File: src/timer8_defs.svh
// Register offsets, field positions, reset values and mode codes of the 8-bit timer.
// Assumes inclusion by bare name from the timer module and the testbench.
`ifndef TIMER8_DEFS_SVH
`define TIMER8_DEFS_SVH

// Register offsets on the 8-bit register port
`define T8_ADDR_CTRL_A     8'h00
`define T8_ADDR_CTRL_B     8'h01
`define T8_ADDR_COUNT      8'h02
`define T8_ADDR_CMP_A      8'h03
`define T8_ADDR_CMP_B      8'h04
`define T8_ADDR_FLAGS      8'h05
`define T8_ADDR_PIN_STATUS 8'h06

// Field positions
`define T8_CTRLA_COM_A_HI  7
`define T8_CTRLA_COM_A_LO  6
`define T8_CTRLA_COM_B_HI  5
`define T8_CTRLA_COM_B_LO  4
`define T8_CTRLA_WAVE_HI   1
`define T8_CTRLA_WAVE_LO   0
`define T8_CTRLB_FORCE_A   7
`define T8_CTRLB_FORCE_B   6
`define T8_CTRLB_WAVE_2    3
`define T8_FLAGS_OVF       0
`define T8_FLAGS_CMP_A     1
`define T8_FLAGS_CMP_B     2

// Waveform mode codes
`define T8_WAVE_NORMAL     3'h0
`define T8_WAVE_CLEAR      3'h2
`define T8_WAVE_FPWM_MAX   3'h3
`define T8_WAVE_FPWM_CMP   3'h7

// Counter extremes and reset values
`define T8_BOTTOM          8'h00
`define T8_MAX             8'hff
`define T8_RST_BYTE        8'h00
`define T8_RST_OC          2'h0

`endif

File: src/timer8_pkg.sv
// Types shared by the 8-bit timer waveform logic.
// Assumes timer8_defs.svh is found on the include path.
package timer8_pkg;

    // Compare output action, in field order 0..3
    typedef enum logic [1:0] {
        COM_OFF,
        COM_TOGGLE,
        COM_CLEAR,
        COM_SET
    } com_e;

    typedef struct packed {
        com_e       com_a;
        com_e       com_b;
        logic [2:0] wave;
    } ctrl_s;

    typedef struct packed {
        logic cmp_b;
        logic cmp_a;
        logic ovf;
    } flags_s;

endpackage

File: src/timer8_waveform_modes.sv
// 8-bit timer: counter, two compare channels, compare output state and pin override.
// Assumes a same-clock prescaler tick, port data/direction from same-clock port logic,
// and single-cycle strobes on the register port.
//
// Summary of operation
// - Reset clears both compare output state bits to zero.
// - Nonzero output mode puts compare output state on pin; direction stays with port.
// - State reaches the pin only while the port direction bit selects output.
// - Pin override depends only on the output mode field, never the waveform mode.
// - Output mode zero leaves compare output state unchanged at matches.
// - New output mode acts at next match; force strobe acts at once outside PWM.
// - Only waveform mode picks the count sequence; output mode shapes output only.
// - Mode 0 counts up always, never clears, wraps 0xff to 0x00.
// - Normal mode sets overflow flag as counter becomes zero; servicing or writing 1 to its flag bit clears it.
// - Overflow flag clears when its interrupt is serviced.
// - Counter may be written at any time in normal mode.
// - Mode 2 clears the counter when it equals compare value A.
// - Clear-on-match mode raises compare flag A each time top is reached.
// - Compare A unbuffered in mode 2; set below count, counter wraps first.
// - Mode 2 with output mode A of 1 toggles output A every match.
// - Toggle frequency is clock over twice prescale times one plus compare A.
// - Clear-on-match mode sets overflow as counter passes max to 0x00.
// - Modes 3 and 7 are fast PWM; top 0xff or compare value A.
// - Fast PWM non-inverting clears on match, sets at bottom; inverting reversed.
// - Fast PWM counts up to top, then clears on next timer tick.
// - Counter equal to compare value sets that compare flag at the tick.
// - Forced compare updates output only; no flag, no counter clear or reload.
// - Counter write blocks every compare match in the following timer tick.
//
// Implementation choices: the address map and strobed register access.
`include "timer8_defs.svh"
`timescale 1ns/1ps
`default_nettype none

module timer8_waveform_modes
    import timer8_pkg::*;
(
    input  wire logic       clk,
    input  wire logic       reset,
    input  wire logic       ce,
    input  wire logic       timer_tick,
    input  wire logic [7:0] addr,
    input  wire logic [7:0] wdata,
    input  wire logic       wr,
    input  wire logic       rd,
    input  wire logic       port_data_a,
    input  wire logic       port_dir_a,
    input  wire logic       port_data_b,
    input  wire logic       port_dir_b,
    input  wire logic       ovf_serviced,
    input  wire logic       cmp_a_serviced,
    input  wire logic       cmp_b_serviced,
    output logic      [7:0] rdata,
    output logic            pin_a_out,
    output logic            pin_a_oe,
    output logic            pin_b_out,
    output logic            pin_b_oe,
    output logic            overflow_flag,
    output logic            compare_flag_a,
    output logic            compare_flag_b
);

    ////////////////////////////////////////////////////////////////////////////////
    // Decoding shared by counter and output logic

    function automatic logic is_pwm(input logic [2:0] wave);
        is_pwm = (wave == `T8_WAVE_FPWM_MAX) || (wave == `T8_WAVE_FPWM_CMP);
    endfunction

    function automatic logic top_is_cmp(input logic [2:0] wave);
        top_is_cmp = (wave == `T8_WAVE_CLEAR) || (wave == `T8_WAVE_FPWM_CMP);
    endfunction

    // Next compare output state for one channel
    function automatic logic oc_next(
        input logic oc,
        input com_e com,
        input logic pwm,
        input logic toggle_ok,
        input logic match,
        input logic bottom,
        input logic force_now
    );
        logic nxt;
        nxt = oc;
        if (pwm) begin
            // Bottom wins a tie so compare at top gives a steady level
            if (com == COM_CLEAR) begin
                if (bottom) begin
                    nxt = 1'b1;
                end else if (match) begin
                    nxt = 1'b0;
                end
            end else if (com == COM_SET) begin
                if (bottom) begin
                    nxt = 1'b0;
                end else if (match) begin
                    nxt = 1'b1;
                end
            end else if (com == COM_TOGGLE && toggle_ok && match) begin
                nxt = ~oc;
            end
        end else if (match || force_now) begin
            case (com)
                COM_TOGGLE: nxt = ~oc;
                COM_CLEAR:  nxt = 1'b0;
                COM_SET:    nxt = 1'b1;
                default:    nxt = oc;
            endcase
        end
        oc_next = nxt;
    endfunction

    ////////////////////////////////////////////////////////////////////////////////
    // State

    ctrl_s       ctrl_q, ctrl_d;
    flags_s      flags_q, flags_d;
    logic [7:0]  count_q, count_d;
    logic [7:0]  cmp_q [2];
    logic [7:0]  cmp_d [2];
    logic [7:0]  cmp_buf_q [2];
    logic [7:0]  cmp_buf_d [2];
    logic        block_q, block_d;
    logic [7:0]  rdata_q, rdata_d;
    logic [1:0]  oc_q, oc_d;
    logic [1:0]  pin_out_q, pin_out_d;
    logic [1:0]  pin_oe_q, pin_oe_d;

    logic        tick_en;
    logic        pwm;
    logic [7:0]  top;
    logic        at_top;
    logic        count_wr;
    logic        bottom_evt;
    logic        ovf_evt;
    logic [1:0]  match;
    logic [1:0]  force_now;
    logic [1:0]  port_data;
    logic [1:0]  port_dir;
    com_e        com [2];

    assign tick_en    = ce && timer_tick;
    assign pwm        = is_pwm(ctrl_q.wave);
    assign top        = top_is_cmp(ctrl_q.wave) ? cmp_q[0] : `T8_MAX;
    assign at_top     = (count_q == top);
    assign count_wr   = ce && wr && (addr == `T8_ADDR_COUNT);
    assign bottom_evt = tick_en && !count_wr && at_top;
    // Overflow at top in PWM, at max otherwise
    assign ovf_evt    = tick_en && !count_wr && (pwm ? at_top : (count_q == `T8_MAX));
    assign port_data  = {port_data_b, port_data_a};
    assign port_dir   = {port_dir_b, port_dir_a};
    assign com[0]     = ctrl_q.com_a;
    assign com[1]     = ctrl_q.com_b;

    assign force_now[0] = ce && wr && (addr == `T8_ADDR_CTRL_B) && wdata[`T8_CTRLB_FORCE_A] && !pwm;
    assign force_now[1] = ce && wr && (addr == `T8_ADDR_CTRL_B) && wdata[`T8_CTRLB_FORCE_B] && !pwm;

    ////////////////////////////////////////////////////////////////////////////////
    // Counter, control, compare values, flags and register reads

    always_comb begin
        ctrl_d    = ctrl_q;
        flags_d   = flags_q;
        count_d   = count_q;
        cmp_d     = cmp_q;
        cmp_buf_d = cmp_buf_q;
        block_d   = block_q;
        rdata_d   = 8'h00;

        // Only the waveform field shapes the count sequence
        if (tick_en) begin
            block_d = 1'b0;
            if (at_top) begin
                count_d = `T8_BOTTOM;
            end else begin
                count_d = 8'(count_q + 8'h01);
            end
        end
        // Compare buffers load at top-to-bottom in PWM; direct otherwise
        if (pwm && bottom_evt) begin
            cmp_d = cmp_buf_q;
        end

        if (ce && wr) begin
            if (addr == `T8_ADDR_CTRL_A) begin
                ctrl_d.com_a     = com_e'(wdata[`T8_CTRLA_COM_A_HI:`T8_CTRLA_COM_A_LO]);
                ctrl_d.com_b     = com_e'(wdata[`T8_CTRLA_COM_B_HI:`T8_CTRLA_COM_B_LO]);
                ctrl_d.wave[1:0] = wdata[`T8_CTRLA_WAVE_HI:`T8_CTRLA_WAVE_LO];
            end else if (addr == `T8_ADDR_CTRL_B) begin
                ctrl_d.wave[2]   = wdata[`T8_CTRLB_WAVE_2];
            end else if (addr == `T8_ADDR_COUNT) begin
                count_d = wdata;
                block_d = 1'b1;
            end else if (addr == `T8_ADDR_CMP_A) begin
                cmp_buf_d[0] = wdata;
                if (!pwm) begin
                    cmp_d[0] = wdata;
                end
            end else if (addr == `T8_ADDR_CMP_B) begin
                cmp_buf_d[1] = wdata;
                if (!pwm) begin
                    cmp_d[1] = wdata;
                end
            end
        end

        // Set beats clear in the same cycle
        flags_d.ovf   = ovf_evt || (flags_q.ovf && !(ce && ovf_serviced) &&
                        !(ce && wr && addr == `T8_ADDR_FLAGS && wdata[`T8_FLAGS_OVF]));
        flags_d.cmp_a = match[0] || (flags_q.cmp_a && !(ce && cmp_a_serviced) &&
                        !(ce && wr && addr == `T8_ADDR_FLAGS && wdata[`T8_FLAGS_CMP_A]));
        flags_d.cmp_b = match[1] || (flags_q.cmp_b && !(ce && cmp_b_serviced) &&
                        !(ce && wr && addr == `T8_ADDR_FLAGS && wdata[`T8_FLAGS_CMP_B]));

        if (ce && rd) begin
            if (addr == `T8_ADDR_CTRL_A) begin
                rdata_d = {ctrl_q.com_a, ctrl_q.com_b, 2'h0, ctrl_q.wave[1:0]};
            end else if (addr == `T8_ADDR_CTRL_B) begin
                rdata_d = {4'h0, ctrl_q.wave[2], 3'h0};
            end else if (addr == `T8_ADDR_COUNT) begin
                rdata_d = count_q;
            end else if (addr == `T8_ADDR_CMP_A) begin
                rdata_d = cmp_buf_q[0];
            end else if (addr == `T8_ADDR_CMP_B) begin
                rdata_d = cmp_buf_q[1];
            end else if (addr == `T8_ADDR_FLAGS) begin
                rdata_d = {5'h00, flags_q.cmp_b, flags_q.cmp_a, flags_q.ovf};
            end else if (addr == `T8_ADDR_PIN_STATUS) begin
                rdata_d = {2'h0, oc_q, pin_oe_q[1], pin_out_q[1], pin_oe_q[0], pin_out_q[0]};
            end else begin
                rdata_d = 8'h00;
            end
        end
        if (!ce) begin
            rdata_d = rdata_q;
        end
    end

    always_ff @(posedge clk or posedge reset) begin
        if (reset) begin
            ctrl_q       <= '0;
            flags_q      <= '0;
            count_q      <= `T8_RST_BYTE;
            cmp_q[0]     <= `T8_RST_BYTE;
            cmp_q[1]     <= `T8_RST_BYTE;
            cmp_buf_q[0] <= `T8_RST_BYTE;
            cmp_buf_q[1] <= `T8_RST_BYTE;
            block_q      <= 1'b0;
            rdata_q      <= `T8_RST_BYTE;
        end else if (ce) begin
            ctrl_q    <= ctrl_d;
            flags_q   <= flags_d;
            count_q   <= count_d;
            cmp_q     <= cmp_d;
            cmp_buf_q <= cmp_buf_d;
            block_q   <= block_d;
            rdata_q   <= rdata_d;
        end
    end

    ////////////////////////////////////////////////////////////////////////////////
    // Compare channels and pin override

    genvar ch;
    generate
        for (ch = 0; ch < 2; ch++) begin : g_chan
            // A counter write holds matches off for one tick
            assign match[ch] = tick_en && !count_wr && !block_q && (count_q == cmp_q[ch]);

            always_comb begin
                // Toggle in PWM only for channel A with compare-A top
                oc_d[ch] = oc_next(oc_q[ch], com[ch], pwm,
                                   (ch == 0) && ctrl_q.wave[2],
                                   match[ch], bottom_evt, force_now[ch]);
                // Mode-independent override; direction from the port
                pin_out_d[ch] = (com[ch] != COM_OFF) ? oc_q[ch] : port_data[ch];
                pin_oe_d[ch]  = port_dir[ch];
            end

            always_ff @(posedge clk or posedge reset) begin
                if (reset) begin
                    oc_q[ch]      <= 1'b0;
                    pin_out_q[ch] <= 1'b0;
                    pin_oe_q[ch]  <= 1'b0;
                end else if (ce) begin
                    oc_q[ch]      <= oc_d[ch];
                    pin_out_q[ch] <= pin_out_d[ch];
                    pin_oe_q[ch]  <= pin_oe_d[ch];
                end
            end
        end
    endgenerate

    assign rdata          = rdata_q;
    assign pin_a_out      = pin_out_q[0];
    assign pin_a_oe       = pin_oe_q[0];
    assign pin_b_out      = pin_out_q[1];
    assign pin_b_oe       = pin_oe_q[1];
    assign overflow_flag  = flags_q.ovf;
    assign compare_flag_a = flags_q.cmp_a;
    assign compare_flag_b = flags_q.cmp_b;

    ////////////////////////////////////////////////////////////////////////////////
    // Assertions

    property p_reset_oc;
        @(posedge clk) reset |=> (oc_q == `T8_RST_OC);
    endproperty
    a_reset_oc: assert property (p_reset_oc) else $error("compare state not zero in reset");

    property p_override_a;
        @(posedge clk) disable iff (reset)
        (ce && ctrl_q.com_a != COM_OFF) |=> (pin_a_out == $past(oc_q[0]));
    endproperty
    a_override_a: assert property (p_override_a) else $error("pin A not driven by compare state");

    property p_dir_b;
        @(posedge clk) disable iff (reset)
        ce |=> (pin_b_oe == $past(port_dir_b));
    endproperty
    a_dir_b: assert property (p_dir_b) else $error("pin B enable not following direction");

    property p_com_off_hold;
        @(posedge clk) disable iff (reset)
        (tick_en && ctrl_q.com_b == COM_OFF) |=> $stable(oc_q[1]);
    endproperty
    a_com_off_hold: assert property (p_com_off_hold) else $error("output B moved with mode off");

    property p_normal_inc;
        @(posedge clk) disable iff (reset)
        (tick_en && !count_wr && ctrl_q.wave == `T8_WAVE_NORMAL) |=> (count_q == 8'($past(count_q) + 8'h01));
    endproperty
    a_normal_inc: assert property (p_normal_inc) else $error("normal mode did not increment");

    property p_normal_ovf;
        @(posedge clk) disable iff (reset)
        (tick_en && !count_wr && ctrl_q.wave == `T8_WAVE_NORMAL && count_q == `T8_MAX)
            |=> (overflow_flag && count_q == `T8_BOTTOM);
    endproperty
    a_normal_ovf: assert property (p_normal_ovf) else $error("overflow not set at wrap");

    property p_ctc_clear;
        @(posedge clk) disable iff (reset)
        (tick_en && !count_wr && ctrl_q.wave == `T8_WAVE_CLEAR && count_q == cmp_q[0])
            |=> (count_q == `T8_BOTTOM);
    endproperty
    a_ctc_clear: assert property (p_ctc_clear) else $error("clear-on-match did not clear");

    property p_ctc_toggle;
        @(posedge clk) disable iff (reset)
        (ctrl_q.wave == `T8_WAVE_CLEAR && ctrl_q.com_a == COM_TOGGLE && match[0])
            |=> (oc_q[0] != $past(oc_q[0]));
    endproperty
    a_ctc_toggle: assert property (p_ctc_toggle) else $error("output A did not toggle");

    // Helper: counter written and no tick since, however long the timer stays stopped
    logic        wr_seen_q, wr_seen_d;

    always_comb begin
        wr_seen_d = count_wr || (wr_seen_q && !tick_en);
    end

    always_ff @(posedge clk or posedge reset) begin
        if (reset) begin
            wr_seen_q <= 1'b0;
        end else if (ce) begin
            wr_seen_q <= wr_seen_d;
        end
    end

    property p_block;
        @(posedge clk) disable iff (reset)
        (wr_seen_q && tick_en && !compare_flag_b) |=> !compare_flag_b;
    endproperty
    a_block: assert property (p_block) else $error("match not blocked after counter write");

    property p_force_no_flag;
        @(posedge clk) disable iff (reset)
        (force_now[0] && !tick_en && !compare_flag_a) |=> !compare_flag_a;
    endproperty
    a_force_no_flag: assert property (p_force_no_flag) else $error("force set the compare flag");

    c_ctc_toggle: cover property (@(posedge clk) disable iff (reset)
        ctrl_q.wave == `T8_WAVE_CLEAR && ctrl_q.com_a == COM_TOGGLE && match[0]);
    c_pwm_bottom: cover property (@(posedge clk) disable iff (reset) pwm && bottom_evt);
    c_overflow:   cover property (@(posedge clk) disable iff (reset) ovf_evt);
    c_force:      cover property (@(posedge clk) disable iff (reset) force_now[1]);

endmodule

`default_nettype wire

File: config.mk
export PLATFORM = sky130hd
export DESIGN_NAME = timer8_waveform_modes
export DESIGN_NICKNAME = d
export VERILOG_FILES = /design/src/timer8_pkg.sv /design/src/timer8_waveform_modes.sv
export VERILOG_INCLUDE_DIRS = /design/src
export SDC_FILE = /design/constraint.sdc
export NUM_CORES = 1
export LEC_CHECK = 0
export BUFFER_PORTS_ARGS = -buffer_cell sky130_fd_sc_hd__buf_2
export CORE_ASPECT_RATIO = 0.7
export CORE_UTILIZATION = 35
export CTS_CLUSTER_DIAMETER = 80
export DETAILED_ROUTE_END_ITERATION = 8
export GPL_TIMING_DRIVEN = 0
export PLACE_DENSITY = 0.54
export SETUP_SLACK_MARGIN = 0.05
export SLEW_MARGIN = 10
export SYNTH_ARGS = -nofsm -noshare
export SYNTH_HDL_FRONTEND = slang
export SYNTH_SLANG_ARGS = --single-unit
File: constraint.sdc
create_clock -name clk -period 2.54 [get_ports clk]
set_input_delay 0.127 -clock clk [delete_from_list [all_inputs] [get_ports clk]]
set_output_delay 0.127 -clock clk [all_outputs]
set_load 0.01 [all_outputs]
==> flow_summary.json <==
{
  "track_usage": 0.231,
  "final_layout_size_suffix_gt1_frac": 0.238,
  "path_delay_family": "simple AND/OR/NAND/NOR gates",
  "hold_ws_ns": 0.0168,
  "cts_buffer_depth": 2,
  "root_buffer": "clkbuf_16",
  "timing.final.crit_share": 0.960,
  "wl_mm": 11.9,
  "synth_warnings": 0,
  "ys_ff_latch": 65,
  "route.met3.wl_um": 907,
  "wl_met1_mm": 5.85,
  "die_x_um": 125,
  "cts_setup_buffers": 0,
  "finalNonFillerCells": 581,
  "setup_viol": 0,
  "cp.required_ns": 2.77,
  "finalHoldViolCount": 0,
  "slew_headroom": 0.548,
  "critical_path_class": "flop to flop",
  "rsz0062_at_grt": "false",
  "grt_start_max_net_pins": 46,
  "fillers": 987,
  "cts.sinks": 65,
  "viasPerCell": 5.73,
  "overflow": 0,
  "yosys-top-cells-count": "65 x dfrtp_1, 57 x nor2_1, 28 x nand2_1",
  "finalCriticalPeriod_ns": 2.44,
  "clkLatencyLatePin_ns": 0.34,
  "routed.top_layer": "met4",
  "maxClockFrequency_mhz": 410,
  "worst-path-buf-inv": 0,
  "r2r_end": "oc_q[1]",
  "whs_endpoint": "pin_a_oe",
  "synthArstFlopShare": 1.00,
  "drc": 4,
  "layout.nets": 478,
  "register_area_sq_um": 1630,
  "postRouteAntennaNets": 0,
  "rows": 30,
  "synth_top_area_frac": 0.441,
  "die_y_um": 87.9,
  "grt_pass1_wl_mm": 18.4,
  "syn-num-nets": 425,
  "crit_fanout": 8,
  "synth_edf_count": 0,
  "synth_area_leader_cell": "dfrtp_1",
  "numCtsBuffers": 9,
  "p_per_area_nw_per_um2": 628,
  "cap_violations": 0,
  "synth-main-ff-cell": "dfrtp_1",
  "cp_slowest_stage_delay_ns": 0.50,
  "r2r.worst_path.cells": 7,
  "p_leak_uw": 0.00200,
  "cp_slowest_cell": "dfrtp_2",
  "dieArea_sq_um": 11000,
  "cp.arrival_ns": 2.66,
  "synth_cells": 395,
  "antenna_cells": 0,
  "globalplace.congestion": 0.849,
  "path_cells": "nor2b_1, a2111o_1, nor4_4, o2111ai_2, and3_4, nor3_2, mux2_2",
  "final.setup.tns_ns": 0,
  "synth.distinct_cells": 58,
  "status": "finished with violations",
  "ir_worst_vdd_mv": 0.328,
  "synth.top_cells.by_area": "dfrtp_1 44%, mux2_2 5.8%, nor2_1 5.8%",
  "regToRegSetupSlack_ns": 0.10,
  "htree_levels": 3,
  "area.growth.synth_to_final_pct": 20.2,
  "io_pins": 44,
  "holdCritPathClass": "input port to flop",
  "min-delay-start": "port_dir_a",
  "wl_met2_mm": 4.94,
  "violations": "design-rule violations",
  "tritoncts": "built",
  "worst_clock_skew_ns": 0.00680,
  "place_hpwl_mm": 8.96,
  "vias": 3330,
  "worstReg2RegStart": "count_q[1]",
  "synth_area_sq_um": 3690,
  "drtPass1Iterations": 6,
  "drt_iter0_drc": 321,
  "placed_cells": 565,
  "ys_seq_area_frac": 0.441,
  "numPortBuffers": 41,
  "path_clk_slew_ns": 0.06,
  "slew_violations": 0,
  "yosysMostFrequentCell": "dfrtp_1",
  "hold_depth": 2,
  "antenna_found_initial": 0,
  "initial_core_util": 0.370,
  "core_sq_um": 9980,
  "syn_area_per_cell_sq_um": 9.35,
  "start_kind": "flop",
  "multi_input_area_sq_um": 1940,
  "end_kind": "flop",
  "wire_per_inst_um": 20.4,
  "tightest_slew_ns": 0.677,
  "grt_pass1_vias": 3155
}
layout by cell type, fill, tap and decap left out, drive strengths merged, types with 3 or more instances in the layout:
cell     Yosys  final
xnor2        9      9
nor2        57     57
nand2b       7      7
a221o        6      6
o32ai        3      3
mux2        24     24
mux2i       10     10
o22ai       17     17
nand3        6      6
or3          3      3
nor4         3      3
a32oi        4      4
clkbuf      13     22
clkinv       1      6
a21oi       18     18
nand2       28     28
nor2b       10     10
buf         10     52
nand4        5      5
o211ai       5      5
inv         17     17
o2bb2ai      4      4
and2         5      5
and3         6      6
o21ai       21     21
nor3         9      9
dfrtp       65     65
routing by layer:
metal / vias up / track usage
met4: 0 / 0.0730
met2: 101 / 0.322
met5: - / 0
met1: 1673 / 0.345
li1: 1541 / -
met3: 15 / 0.0568
timing repair:
action,in CTS,in global routing
setup endpoints to repair,26,6
hold buffers,1,0
gates resized for setup,9,4
hold endpoints to repair,20,0
pin swaps,0,2
gates cloned,0,0
metrics by stage:
stage / worst slack [ns] / area (sq um) / util / power, uW
floorplan: 0.342 / 3690 / - / 1430
global placement: -0.481 / 4060 / 0.406 / 1600
detailed placement: -0.569 / 4090 / 0.409 / 1610
CTS: 0.0713 / 4420 / 0.442 / 2800
global route: 0.0717 / 4440 / 0.444 / 2890
finish: 0.103 / 4440 / 0.444 / 2790
area by class of cell:
type | instances | share of cell area
clock buffers | 10 | 0.0539
flip-flops and latches | 65 | 0.367
clock inverters | 6 | 0.00987
inverters | 18 | 0.0158
plain buffers | 22 | 0.0248
multi-input cells | 289 | 0.438
repair buffers | 43 | 0.0547
well taps | 128 | 0.0361
sequential cells by signal, summed over array words and instances (netlist names):
signal and count:
pin_b_oe 1, cmp_buf_q 16, oc_q 2, ctrl_q 3
compare_flag_a 1, cmp_q 16, rdata 8, pin_a_out 1
count_q 8, pin_a_oe 1, block_q 1, com 4
compare_flag_b 1, pin_b_out 1, overflow_flag 1
logic make-up (layout without fill, tap and decap cells):
family / count (synthesis) / count (layout) / synth area share
xor gates and xnor gates: 10 / 10 / 0.0237
and+or+nand+nor: 148 / 148 / 0.201
DFF: 65 / 65 / 0.441
buffers and inverters: 41 / 99 / 0.0491
adders and majority gates: 1 / 1 / 0.00339
AOI/OAI and AO/OA: 96 / 96 / 0.177
muxes: 34 / 34 / 0.105
report_power, final:
group / internal (uW) / switching [uW] / total, uW
logic: 172 / 244 / 416
registers: 1100 / 90.7 / 1190
clock network: 688 / 493 / 1180
how the worst max path moves through the flow:
stage               startpoint       to  cells after the start
CTS                 count_q[5]  oc_q[1]                      8
global route        count_q[1]  oc_q[1]                      7
global placement    count_q[1]  oc_q[1]                      6
finish              count_q[1]  oc_q[1]                      7
detailed placement  count_q[1]  oc_q[1]                      6
floorplan           count_q[3]  oc_q[1]                      7
Note: power is estimated with default switching activity, not from simulation.
